## config.mk

```make
export PLATFORM = sky130hd
export DESIGN_NAME = csb_cpu_state
export DESIGN_NICKNAME = d
export VERILOG_FILES = /design/src/csb_pkg.sv /design/src/csb_dec_if.sv /design/src/csb_addr_decode.sv /design/src/csb_cpu_state.sv
export SDC_FILE = /design/constraint.sdc
export NUM_CORES = 1
export LEC_CHECK = 0
export ABC_CLOCK_PERIOD_IN_PS = 2830
export BUFFER_PORTS_ARGS = -buffer_cell sky130_fd_sc_hd__buf_2
export CORE_MARGIN = 2
export CORE_UTILIZATION = 45
export CTS_BUF_LIST = sky130_fd_sc_hd__clkbuf_4 sky130_fd_sc_hd__clkbuf_8 sky130_fd_sc_hd__clkbuf_16
export DETAILED_ROUTE_END_ITERATION = 10
export HOLD_SLACK_MARGIN = 0.05
export PLACE_DENSITY = 0.69
export SYNTH_ARGS = -nofsm -noshare
export SYNTH_HDL_FRONTEND = slang
export SYNTH_SLANG_ARGS = --single-unit
```

## constraint.sdc

```tcl
create_clock -name pclk -period 2.83 [get_ports pclk]
set_input_delay 0.4245 -clock pclk [delete_from_list [all_inputs] [get_ports pclk]]
set_output_delay 0.4245 -clock pclk [all_outputs]
set_load 0.02 [all_outputs]
```

## src/csb_pkg.sv

```systemverilog
package csb_pkg;

    // -----------------------------------------------------------------
    // Register map (word aligned byte addresses)
    // -----------------------------------------------------------------
    localparam logic [11:0] OFF_PC        = 12'h000;
    localparam logic [11:0] OFF_PSW       = 12'h004;
    localparam logic [11:0] OFF_VTB       = 12'h008;
    localparam logic [11:0] OFF_RLINK     = 12'h00C;
    localparam logic [11:0] OFF_SSP       = 12'h010;
    localparam logic [11:0] OFF_USP       = 12'h014;
    localparam logic [11:0] OFF_MDH       = 12'h018;
    localparam logic [11:0] OFF_MDL       = 12'h01C;
    localparam logic [11:0] OFF_BOOT      = 12'h020;
    localparam logic [11:0] OFF_DECODE    = 12'h024;
    localparam logic [11:0] OFF_DECRES    = 12'h028;
    localparam logic [11:0] OFF_INTREQ    = 12'h02C;
    localparam logic [11:0] OFF_INTRES    = 12'h030;
    localparam logic [11:0] OFF_FLAGS     = 12'h034;
    localparam logic [11:0] OFF_GPR       = 12'h040;
    localparam logic [11:0] OFF_GPR_END   = 12'h07C;

    // -----------------------------------------------------------------
    // Reset values
    // -----------------------------------------------------------------
    localparam logic [31:0] RST_VTB       = 32'h000F_FC00;
    localparam logic [31:0] RST_SSP       = 32'h0000_0000;
    localparam logic [31:0] RST_UNDEF     = 32'h0000_0000;
    localparam logic [4:0]  RST_ILM       = 5'h0F;
    localparam logic [1:0]  RST_BUSMODE   = 2'h2;

    // -----------------------------------------------------------------
    // Status word field layout
    // -----------------------------------------------------------------
    localparam int PSW_C   = 0;
    localparam int PSW_V   = 1;
    localparam int PSW_Z   = 2;
    localparam int PSW_N   = 3;
    localparam int PSW_I   = 4;
    localparam int PSW_S   = 5;
    localparam int PSW_T   = 8;
    localparam int PSW_ILM = 16;
    localparam logic [31:0] PSW_WMASK = 32'h001F_013F;

    // -----------------------------------------------------------------
    // Address map
    // -----------------------------------------------------------------
    localparam logic [31:0] MAP_IO_BASE   = 32'h0000_0400;
    localparam logic [31:0] MAP_IO_END    = 32'h0000_0800;
    localparam logic [31:0] MAP_RAM_BASE  = 32'h0000_1000;
    localparam logic [31:0] MAP_RAM_END   = 32'h0000_1800;
    localparam logic [31:0] MAP_EXT_BASE  = 32'h0001_0000;
    localparam logic [9:0]  DIR_BYTE_MAX  = 10'h0FF;
    localparam logic [9:0]  DIR_HALF_MAX  = 10'h1FF;
    localparam logic [9:0]  DIR_WORD_MAX  = 10'h3FF;

    typedef enum logic [2:0] {
        CSB_REG_EXTROM  = 3'h0,
        CSB_REG_IO      = 3'h1,
        CSB_REG_RAM     = 3'h2,
        CSB_REG_EXTAREA = 3'h3,
        CSB_REG_INHIB   = 3'h4
    } csb_region_e;

    typedef enum logic [1:0] {
        CSB_W_BYTE = 2'h0,
        CSB_W_HALF = 2'h1,
        CSB_W_WORD = 2'h2
    } csb_width_e;

    // Boot select pin codes and bus mode codes.
    localparam logic [2:0] BOOT_EXT8  = 3'h0;
    localparam logic [2:0] BOOT_EXT16 = 3'h1;
    localparam logic [2:0] BOOT_INT   = 3'h3;
    localparam logic [1:0] BUS_SINGLE = 2'h0;
    localparam logic [1:0] BUS_INTROM = 2'h1;
    localparam logic [1:0] BUS_EXTROM = 2'h2;

endpackage : csb_pkg

```

## src/csb_dec_if.sv

```systemverilog
`timescale 1ns/1ps
interface csb_dec_if;
    logic [31:0]              addr;
    csb_pkg::csb_width_e      width;
    csb_pkg::csb_region_e     region;
    logic                     direct_ok;

    modport user
    (
        output addr,
        output width,
        input  region,
        input  direct_ok
    );
    modport dec
    (
        input  addr,
        input  width,
        output region,
        output direct_ok
    );
endinterface : csb_dec_if

```

## src/csb_addr_decode.sv

```systemverilog
`timescale 1ns/1ps
module csb_addr_decode
(
    csb_dec_if.dec d
);

    // -----------------------------------------------------------------
    // Region decode over the flat 32-bit space
    // -----------------------------------------------------------------
    // The whole 32-bit space is decoded with no bank or segment state.
    always_comb
    begin
        if (d.addr < csb_pkg::MAP_IO_BASE)
            d.region = csb_pkg::CSB_REG_EXTROM;
        else if (d.addr < csb_pkg::MAP_IO_END)
            d.region = csb_pkg::CSB_REG_IO;
        else if (d.addr >= csb_pkg::MAP_RAM_BASE &&
                 d.addr < csb_pkg::MAP_RAM_END)
            d.region = csb_pkg::CSB_REG_RAM;
        else if (d.addr >= csb_pkg::MAP_EXT_BASE)
            d.region = csb_pkg::CSB_REG_EXTAREA;
        else
            d.region = csb_pkg::CSB_REG_INHIB;
    end

    // -----------------------------------------------------------------
    // Direct operand window, sized by access width
    // -----------------------------------------------------------------
    always_comb
    begin
        case (d.width)
            csb_pkg::CSB_W_BYTE:
                d.direct_ok = d.addr <= {22'h0, csb_pkg::DIR_BYTE_MAX};
            csb_pkg::CSB_W_HALF:
                d.direct_ok = d.addr <= {22'h0, csb_pkg::DIR_HALF_MAX};
            csb_pkg::CSB_W_WORD:
                d.direct_ok = d.addr <= {22'h0, csb_pkg::DIR_WORD_MAX};
            default:
                d.direct_ok = 1'b0;
        endcase
    end

endmodule : csb_addr_decode

```

## src/csb_cpu_state.sv

```systemverilog
`timescale 1ns/1ps
// What this block does
// - Decodes a flat 4 Gbyte, 32-bit byte address space with no banking.
// - Maps I/O from 400H, RAM 1000H-17FFH, inhibited gaps, external 10000H up.
// - Direct window limits: byte 0FFH, halfword 1FFH, word 3FFH.
// - Vector table base resets to 000FFC00H.
// - System stack pointer resets to zero; others left indeterminate.
// - Return link register holds the subroutine return address.
// - Multiply/divide high and low result words are 32 bits each.
// - Status word holds condition flags, system flags and level mask.
// - Stack-select flag picks system or user stack pointer as R15.
// - Interrupt enable flag gates user interrupt acceptance.
// - Negative, zero, overflow and carry arithmetic flags are kept.
// - Trace flag enables the single-step trace trap.
// - Five-bit level mask; request accepted only if higher priority.
// - Level 0 is highest, 31 lowest; 01111 is level 15.
// - Sixteen 32-bit registers; R13 accumulator, R14 frame, R15 stack.
// - R0-R14 undefined at reset; R15 reads the zero system stack pointer.
// - Boot pins 000 ext 8-bit, 001 ext 16-bit, 011 internal, else inhibit.
module csb_cpu_state
(
    input  wire logic        pclk,
    input  wire logic        presetn,
    input  wire logic        psel,
    input  wire logic        penable,
    input  wire logic        pwrite,
    input  wire logic [11:0] paddr,
    input  wire logic [31:0] pwdata,
    output logic      [31:0] prdata,
    output logic             pready,
    output logic             pslverr,
    input  wire logic        boot_select_pin2,
    input  wire logic        boot_select_pin1,
    input  wire logic        boot_select_pin0,
    output logic             trace_trap_en,
    output logic             boot_inhibited
);

    // -----------------------------------------------------------------
    // State
    // -----------------------------------------------------------------
    typedef struct packed {
        logic [31:0]        pc;
        logic [31:0]        psw;
        logic [31:0]        vtb;
        logic [31:0]        rlink;
        logic [31:0]        system_stack_pointer;
        logic [31:0]        user_stack_pointer;
        logic [31:0]        muldiv_result_high;
        logic [31:0]        muldiv_result_low;
        logic [14:0][31:0]  gpr;
        logic [1:0]         bus_mode;
        logic               bus_wide;
        logic [2:0]         boot_pins;
        logic               strap_taken;
        logic               boot_inh;
        logic [31:0]        dec_addr;
        logic [1:0]         dec_width;
        logic [4:0]         int_level;
        logic               int_req;
        logic               int_user;
        logic               int_accept;
        logic               trace_en;
        logic [31:0]        rdata;
        logic               ready;
        logic               err;
    } csb_state_s;

    csb_state_s r;
    csb_state_s next_r;

    csb_dec_if dec_bus ();

    csb_addr_decode u_dec
    (
        .d (dec_bus.dec)
    );

    assign dec_bus.addr  = r.dec_addr;
    assign dec_bus.width = csb_pkg::csb_width_e'(r.dec_width);

    // -----------------------------------------------------------------
    // Helpers
    // -----------------------------------------------------------------
    // A lower level number is a higher priority, so acceptance is "less".
    function automatic logic level_beats(input logic [4:0] req,
                                         input logic [4:0] mask);
        level_beats = req < mask;
    endfunction : level_beats

    function automatic logic boot_bad(input logic [2:0] pins);
        boot_bad = !(pins == csb_pkg::BOOT_EXT8 ||
                     pins == csb_pkg::BOOT_EXT16 ||
                     pins == csb_pkg::BOOT_INT);
    endfunction : boot_bad

    logic        apb_wr;
    logic        apb_rd;
    logic [31:0] r15_view;
    logic [3:0]  gidx;

    assign apb_wr   = psel && penable && pwrite && !r.ready;
    assign apb_rd   = psel && penable && !pwrite && !r.ready;
    // R15 is not stored: it is a view of whichever stack pointer is live.
    assign r15_view = r.psw[csb_pkg::PSW_S] ? r.user_stack_pointer : r.system_stack_pointer;
    assign gidx     = paddr[5:2];

    // -----------------------------------------------------------------
    // Next state
    // -----------------------------------------------------------------
    always_comb
    begin
        next_r       = r;
        next_r.ready = 1'b0;
        next_r.err   = 1'b0;
        next_r.rdata = 32'h0000_0000;

        // Straps are caught once on the first clock after reset release.
        if (!r.strap_taken)
        begin
            next_r.strap_taken = 1'b1;
            next_r.boot_pins   = {boot_select_pin2, boot_select_pin1,
                                  boot_select_pin0};
            next_r.boot_inh    = boot_bad({boot_select_pin2,
                                  boot_select_pin1, boot_select_pin0});
            // External vector modes fix the width; internal uses register.
            next_r.bus_wide    = (boot_select_pin0 && !boot_select_pin1);
        end

        // Accept a request only with a stronger level than the mask
        // and, for a user request, with interrupts enabled.
        next_r.int_accept = r.int_req &&
            (!r.int_user || r.psw[csb_pkg::PSW_I]) &&
            level_beats(r.int_level,
                        r.psw[csb_pkg::PSW_ILM +: 5]);
        next_r.trace_en = r.psw[csb_pkg::PSW_T];

        if (apb_wr)
        begin
            next_r.ready = 1'b1;
            case (paddr)
                csb_pkg::OFF_PC:     next_r.pc    = pwdata;
                csb_pkg::OFF_PSW:    next_r.psw   = pwdata &
                                         csb_pkg::PSW_WMASK;
                csb_pkg::OFF_VTB:    next_r.vtb   = pwdata;
                csb_pkg::OFF_RLINK:  next_r.rlink = pwdata;
                csb_pkg::OFF_SSP:    next_r.system_stack_pointer   = pwdata;
                csb_pkg::OFF_USP:    next_r.user_stack_pointer   = pwdata;
                csb_pkg::OFF_MDH:    next_r.muldiv_result_high   = pwdata;
                csb_pkg::OFF_MDL:    next_r.muldiv_result_low   = pwdata;
                csb_pkg::OFF_BOOT:
                begin
                    // Only external ROM mode is legal; others are refused.
                    if (pwdata[1:0] == csb_pkg::BUS_EXTROM)
                    begin
                        next_r.bus_mode = pwdata[1:0];
                        if (r.boot_pins == csb_pkg::BOOT_INT)
                            next_r.bus_wide = pwdata[2];
                    end
                    else
                        next_r.err = 1'b1;
                end
                csb_pkg::OFF_DECODE:
                    next_r.dec_addr = pwdata;
                csb_pkg::OFF_DECRES:
                    next_r.dec_width = pwdata[1:0];
                csb_pkg::OFF_INTREQ:
                begin
                    next_r.int_level = pwdata[4:0];
                    next_r.int_user  = pwdata[8];
                    next_r.int_req   = pwdata[9];
                end
                default:
                begin
                    if (paddr >= csb_pkg::OFF_GPR &&
                        paddr <= csb_pkg::OFF_GPR_END &&
                        paddr[1:0] == 2'h0)
                    begin
                        if (gidx == 4'hF)
                        begin
                            if (r.psw[csb_pkg::PSW_S])
                                next_r.user_stack_pointer = pwdata;
                            else
                                next_r.system_stack_pointer = pwdata;
                        end
                        else
                            next_r.gpr[gidx] = pwdata;
                    end
                    else
                        next_r.err = 1'b1;
                end
            endcase
        end
        else if (apb_rd)
        begin
            next_r.ready = 1'b1;
            case (paddr)
                csb_pkg::OFF_PC:     next_r.rdata = r.pc;
                csb_pkg::OFF_PSW:    next_r.rdata = r.psw;
                csb_pkg::OFF_VTB:    next_r.rdata = r.vtb;
                csb_pkg::OFF_RLINK:  next_r.rdata = r.rlink;
                csb_pkg::OFF_SSP:    next_r.rdata = r.system_stack_pointer;
                csb_pkg::OFF_USP:    next_r.rdata = r.user_stack_pointer;
                csb_pkg::OFF_MDH:    next_r.rdata = r.muldiv_result_high;
                csb_pkg::OFF_MDL:    next_r.rdata = r.muldiv_result_low;
                csb_pkg::OFF_BOOT:
                    next_r.rdata = {24'h0, r.boot_pins, r.boot_inh,
                                    1'b0, r.bus_wide, r.bus_mode};
                csb_pkg::OFF_DECODE: next_r.rdata = r.dec_addr;
                csb_pkg::OFF_DECRES:
                    next_r.rdata = {23'h0, dec_bus.direct_ok,
                                    1'b0, dec_bus.region,
                                    2'h0, r.dec_width};
                csb_pkg::OFF_INTREQ:
                    next_r.rdata = {22'h0, r.int_req, r.int_user,
                                    3'h0, r.int_level};
                csb_pkg::OFF_INTRES:
                    next_r.rdata = {31'h0, r.int_accept};
                csb_pkg::OFF_FLAGS:
                    next_r.rdata = {31'h0, r.trace_en};
                default:
                begin
                    if (paddr >= csb_pkg::OFF_GPR &&
                        paddr <= csb_pkg::OFF_GPR_END &&
                        paddr[1:0] == 2'h0)
                        next_r.rdata = (gidx == 4'hF) ? r15_view
                                       : r.gpr[gidx];
                    else
                        next_r.err = 1'b1;
                end
            endcase
        end
    end

    // -----------------------------------------------------------------
    // Registers
    // -----------------------------------------------------------------
    // Indeterminate registers still get a constant so simulation is
    // deterministic; software must not rely on that value.
    always_ff @(posedge pclk or negedge presetn)
    begin
        if (!presetn)
        begin
            r          <= '0;
            r.vtb      <= csb_pkg::RST_VTB;
            r.system_stack_pointer      <= csb_pkg::RST_SSP;
            r.pc       <= csb_pkg::RST_UNDEF;
            r.psw      <= {11'h0, csb_pkg::RST_ILM, 16'h0};
            r.bus_mode <= csb_pkg::RST_BUSMODE;
        end
        else
            r <= next_r;
    end

    assign prdata         = r.rdata;
    assign pready         = r.ready;
    assign pslverr        = r.err;
    assign trace_trap_en  = r.trace_en;
    assign boot_inhibited = r.boot_inh;
endmodule : csb_cpu_state

```

==> results of run 1 <==
-- repair_timing --
item / 4_1_cts / 5_1_grt
setup endpoints to repair: 0 / 0
resized for setup: 0 / 0
hold buffers: 3 / 0
setup buffers: 0 / 0
endpoints found under the hold margin: 34 / 0
-- cell type report --
cell class                 count  area [sq um]  area share (%)
antenna                        1          2.50         0.00573
clock buffer                 127          2560            5.87
clock inverter                15           155           0.355
inverter                      12          45.0           0.103
multi-input combinational   1636         16400            37.6
sequential                   801         20100            45.9
tap                         1080          1350            3.09
timing repair buffer         341          3060            7.01
-- state kept, by name (all words and copies together), names as in the netlist --
name,count
pready,1
dec_bus.addr,32
prdata,32
next_r,1
boot_inhibited,1
trace_trap_en,1
dec_bus.width,2
pslverr,1
r,730
-- synthesized netlist by cell type (all sizes together), types with 17 or more instances --
cell type,instances
a22oi,56
buf,183
nand2,74
mux2,787
clkbuf,104
mux4,80
a211oi,21
a21oi,32
o22ai,31
o21ai,75
a221oi,17
nand3,23
nor4,29
dfrtp,786
nor2,42
mux2i,148
nor3,26
-- per-layer routing --
layer	up-vias	part of all wire, %	GRT usage (%)	wire (microns)
met5	-	0.038	0	46
met4	8	3.6	10.1	4290
met2	991	48	45.2	56900
li1	10405	-	-	-
met1	13605	42	38.0	50400
met3	230	6.8	4.74	8100
-- critical path, stage by stage (launching register included) --
cell	delay [ns]
dfrtp_2	0.79
buf_4	0.45
mux2i_1	0.12
o21ai_0	0.43
a211oi_1	0.08
buf_4	0.18
nor3_1	0.33
buf_4	0.18
-- metrics by stage --
| step | setup slack, ns | setup TNS (ns) | hold slack (ns) | utilization (%) | instance area [sq um] |
|---|---|---|---|---|---|
| floorplan | 0.366 | 0 | 0.129 | - | 37900 |
| global placement | -0.286 | -1.53 | 0.395 | 49.0 | 40900 |
| detailed placement | -0.270 | -1.56 | 0.395 | 49.0 | 40900 |
| CTS | 0.363 | 0 | 0.0689 | 52.3 | 43700 |
| global route | 0.206 | 0 | 0.130 | 52.3 | 43700 |
| finish | 0.193 | 0 | 0.0993 | 52.3 | 43700 |
-- cells in the final DEF, fill, tap and decap left out, types with 13 or more instances in the layout --
cell type  synthesis  final
nor4_4            15     19
clkbuf_4           0     23
mux2_2           730    730
buf_12             0     54
a21oi_1           32     32
mux2_1            57     57
buf_2            110     82
o21ai_0           75     75
nor3_1            21     20
dfrtp_1          786    785
nand2b_1          13     13
clkbuf_16          0     85
mux2i_1          148    148
a221oi_1          17     17
nand2_1           73     71
buf_4             62    199
nor2b_1           15     14
o22ai_1           31     31
a211oi_1          21     21
clkbuf_8           0     19
mux4_2            80     80
a22oi_1           56     56
dfstp_2           15     15
nand3_1           23     23
nor2_1            42     37
-- path summary, 6_finish.rpt --
check                            startpoint            end
setup / recovery                     r[762]     prdata[15]
hold / removal             boot_select_pin0          r[79]
setup reg to reg                     r[762]     prdata[15]
hold reg to reg                  next_r[34]  trace_trap_en
max in group asynchronous           presetn         r[472]
min in group asynchronous           presetn         r[210]
-- power groups by stage --
stage,clock (W),sequential (W),combinational (W)
4_1_cts,0.0111,0.0115,0.00137
6_report,0.0110,0.0115,0.00137
3_5_place_dp,0,0.0117,0.00136
2_1_floorplan,0,0.0117,0.000540
3_3_place_gp,0,0.0117,0.00134
5_1_grt,0.0116,0.0115,0.00145
-- kinds of logic after synthesis --
| kind of cell | Yosys count | share of synthesized area [%] |
|---|---|---|
| muxes | 1015 | 32.0 |
| DFF | 801 | 52.9 |
| AOI/OAI and AO/OA | 338 | 6.26 |
| buffers and inverters | 299 | 4.06 |
| and+or+nand+nor | 278 | 4.60 |
| adders and majority gates | 4 | 0.132 |
| other | 1 | 0.00989 |
==> impl_metrics.ini, run 1 <==
[clocking]
htree_levels = 3
path_clk_slew_ns = 0.06
cts_sinks = 801
max-clock-path-buffers = 3
numCtsBuffers = 84
root_buffer = clkbuf_16
worstSkewPairLatency_ns = 0.64
cts_tree = done

[power_and_ir_drop]
internal-power_w = 0.0183
swShare_pct = 23.4
p_leak_nw = 21.0
pwr-share-seq_pct = 48.2
power_density_nw_per_um2 = 546
p_comb_share_pct = 5.8
netSwitchingPower_w = 0.00558
p_total_w = 0.0239
vdd.ir_drop.worst_v = 0.000448
p_clk_share_pct = 46.1

[sta]
setup_violations = 0
fin_crit_ns = 2.64
worst_pin_slew_ns = 0.756
rsz0062_at_grt = no
finalCritPeriodShare_pct = 93.2
maxSlewViolCount = 0
fmax_mhz = 379
relSlewSlack_pct = 49.4
fin_skew_ns = 0.0233
hold_viol = 0

[critical_path]
ff2ff_path_depth = 7
crit_path_end_kind = flop
critical_path_arrival_ns = 3.22
crit_required_ns = 3.41
r2r_slack_ns = 0.19
critPathMaxFanout = 17
critical_path.startpoint_type = flop
crit_type = flop to flop

[global_routing]
grt_usage_pct = 28.0
antenna_found_initial = 10
grt_overflow = 0
grt_max_degree = 101
grt_pass1_vias = 26634
grt_pass1_wl_microns = 179000

[cells_and_area]
synthToLayoutAreaGrowth_pct = 15.2
fin_cells = 4013
nNetsFinal = 2932
fillers = 6894
drive_above_1_share_pct = 46.2

[place]
portBuffers = 87
placedCellCount = 3867
gp_congestion = 0.950
hpwlAfterDp_microns = 81400

[yosys]
avgSynthCellArea_sq_um = 13.9
netlist.top_cell.by_area = dfrtp_1
synth.distinct_cells = 76
yosys_warnings = 0
syn-num-nets = 2792
async_flop_share_pct = 100
syn-cell-area_sq_um = 37900
synth_ff_type = dfrtp_1
ys_seq_area_share_pct = 52.9
synth.top_cells.by_area = dfrtp_1 (52%), mux2_2 (22%), mux4_2 (4.8%)
synth_seq_cells = 801
synth_top_cell_area_share_pct = 51.9
synth_cells = 2736
synth_edf_count = 0

[route]
drt-vias-per-instance = 6.29
drt_iter0_markers = 2608
drc = 0
ant_nets = 0
first_pass_iters = 5
wl_per_cell_microns = 29.9
vias = 25239
wirelength_microns = 120000

[floorplanning]
die_width_microns = 294
initial_core_util_pct = 45.4
fp.dieArea_sq_um = 86600
num_io_pins = 88
die_y_microns = 294
coreArea_sq_um = 83600
rows = 106

[run_status]
status = finished clean

[worst_hold_path]
hp-class = primary input to flop
hold_depth = 3

[flow_run]
max_cap_viol_count = 0
No activity file was read; power rests on OpenSTA's default activity.
==> run 2, diff against run 1 <==
--- a/config.mk
+++ b/config.mk
@@ -7,12 +7,12 @@
 export LEC_CHECK = 0
 export ABC_CLOCK_PERIOD_IN_PS = 2830
 export BUFFER_PORTS_ARGS = -buffer_cell sky130_fd_sc_hd__buf_2
-export CORE_MARGIN = 2
 export CORE_UTILIZATION = 45
 export CTS_BUF_LIST = sky130_fd_sc_hd__clkbuf_4 sky130_fd_sc_hd__clkbuf_8 sky130_fd_sc_hd__clkbuf_16
 export DETAILED_ROUTE_END_ITERATION = 10
 export HOLD_SLACK_MARGIN = 0.05
 export PLACE_DENSITY = 0.69
+export SLEW_MARGIN = 30
 export SYNTH_ARGS = -nofsm -noshare
 export SYNTH_HDL_FRONTEND = slang
 export SYNTH_SLANG_ARGS = --single-unit
==> run 2 against run 1 <==
The run now ends with DRC left. Final cell count down 0.30%. Worst setup slack better by 0.069 ns. Global-route usage up 0.38 points. Via count down 1.6%. Sequential cell count unchanged. First-iteration DRC count down 17%. Maximum frequency up 2.7%. Hold slack better by 0.0013 ns. Utilization down 0.16 points. Register-to-register slack better by 0.14 ns. Die area down 1.4%. Critical path type is now primary input to flop. Largest power group unchanged.
==> impl_metrics.ini, run 2 (same netlist as run 1, synthesis figures left out) <==
[power_and_ir_drop]
p_clk_share_pct = 46.0
p_comb_share_pct = 5.7
power_density_nw_per_um2 = 547
internal-power_w = 0.0181
swShare_pct = 23.8
p_total_w = 0.0238
p_leak_nw = 20.9
vdd.ir_drop.worst_v = 0.000416
netSwitchingPower_w = 0.00567
pwr-share-seq_pct = 48.3

[sta]
maxSlewViolCount = 0
fin_skew_ns = 0.0269
worst_pin_slew_ns = 0.829
relSlewSlack_pct = 43.3
tns_ns = 0
timing.hold.ws_ns = 0.101
fin_crit_ns = 2.57
fmax_mhz = 389
finalCritPeriodShare_pct = 90.7
setup_slack_ns = 0.262
hold_viol = 0
rsz0062_at_grt = no
setup_violations = 0

[floorplanning]
fp.dieArea_sq_um = 85400
die_width_microns = 292
initial_core_util_pct = 45.4
rows = 106
die_y_microns = 292
coreArea_sq_um = 83600
num_io_pins = 88

[cells_and_area]
synthToLayoutAreaGrowth_pct = 14.8
largest_reg_flops = 730
stdcell_area_sq_um = 43500
layout_commonest_cell = dfrtp_1
top_register = r
final_cell_mix = dfrtp_1 (785), mux2_2 (730), buf_4 (174)
nNetsFinal = 2908
drive_above_1_share_pct = 46.0
fillers = 6948

[critical_path]
cp_cell_sequence = buf_2, or4_1, buf_4, nor4_4, buf_12, buf_4, nand3_1, o22a_1, a211oi_1
r2r-end = prdata[6]
ff2ff_path_depth = 7
crit_path_end_kind = flop
crit_type = primary input to flop
r2r_start = dec_bus.addr[19]
slowest_delay_ns = 0.54
cpMostUsedCell = buf_4
critPathMaxFanout = 13
crit_required_ns = 3.30
critical_path.startpoint_type = primary input
cpMaxStageDelayCell = or4_1
r2r_slack_ns = 0.33
critical_path_arrival_ns = 3.04

[route]
vias = 24847
first_pass_iters = 9
wl_per_cell_microns = 29.8
wirelength_microns = 119000
drt-vias-per-instance = 6.21
drt_iter0_markers = 2172
drc = 2
ant_nets = 0

[clocking]
worstSkewPairLatency_ns = 0.65
htree_levels = 3
max-clock-path-buffers = 3
root_buffer = clkbuf_16
path_clk_slew_ns = 0.06
numCtsBuffers = 85
cts_sinks = 801
cts_resized = 0
cts_tree = done

[global_routing]
grt_overflow = 0
grt_max_degree = 114
grt_pass1_vias = 26255
grt_pass1_wl_microns = 179000
antenna_found_initial = 6
grt_usage_pct = 28.3

[place]
gp_congestion = 0.935
dp_slack_ns = -0.279
dpl-instance-area_sq_um = 40700
portBuffers = 87
hpwlAfterDp_microns = 79400

[worst_hold_path]
min_to = r[79]
hold_depth = 3
hp-class = primary input to flop
min_from = boot_select_pin0

[flow_run]
max_cap_viol_count = 0

[run_status]
status = complete, but fails checks
violations = DRC
-- run 2: timing repair --
action | in CTS | in global routing
buffers inserted | 0 | 0
hold buffers | 3 | 0
hold endpoints to repair | 29 | 0
-- run 2: worst max-delay path by stage --
| stage | startpoint | endpoint | depth (start not counted) |
|---|---|---|---|
| after CTS | dec_bus.addr[19] | prdata[6] | 7 |
| after global placement | paddr[1] | prdata[20] | 8 |
| after detailed placement | paddr[1] | prdata[11] | 9 |
| after global routing | dec_bus.addr[19] | prdata[6] | 7 |
| final | paddr[1] | prdata[11] | 9 |
| after floorplan | pready | r[530] | 5 |
-- run 2: per-stage QoR --
stage | utilization, % | instances
2_1_floorplan | - | 2736
3_3_place_gp | 48.8 | 3842
3_5_place_dp | 48.8 | 3842
4_1_cts | 52.1 | 3997
5_1_grt | 52.1 | 3998
6_report | 52.1 | 4001
-- run 2: per-layer routing --
metal / up-vias / global-route usage, % / part of all wire [%]
met5: - / 0 / 0.030
met4: 6 / 9.97 / 3.5
met3: 236 / 5.78 / 7.5
met2: 1006 / 44.6 / 47
met1: 13246 / 39.0 / 42
li1: 10353 / - / -
-- run 2: layout make-up --
class                   instances  area (sq um)  share of cell area, %
inverters                      12          45.0                  0.103
clock inverters                23           191                  0.440
clock buffers                 129          2570                   5.90
flip-flops and latches        801         20100                   46.1
diodes                          4          10.0                 0.0230
repair buffers                316          2870                   6.60
well taps                    1080          1350                   3.10
multi-input cells            1636         16400                   37.7
-- run 2: power groups by stage --
stage | Clock (W) | Sequential [W] | Combinational, W
5_1_grt | 0.0116 | 0.0115 | 0.00144
3_3_place_gp | 0 | 0.0117 | 0.00133
2_1_floorplan | 0 | 0.0117 | 0.000540
3_5_place_dp | 0 | 0.0117 | 0.00135
4_1_cts | 0.0111 | 0.0115 | 0.00135
6_report | 0.0110 | 0.0115 | 0.00136
-- run 2: worst max-delay path, delay by kind of cell --
kind	cells	cell delay, ns
AND/OR/NAND/NOR	3	1.09
AO/OA/AOI/OAI	2	0.70
buffers and inverters	4	0.80
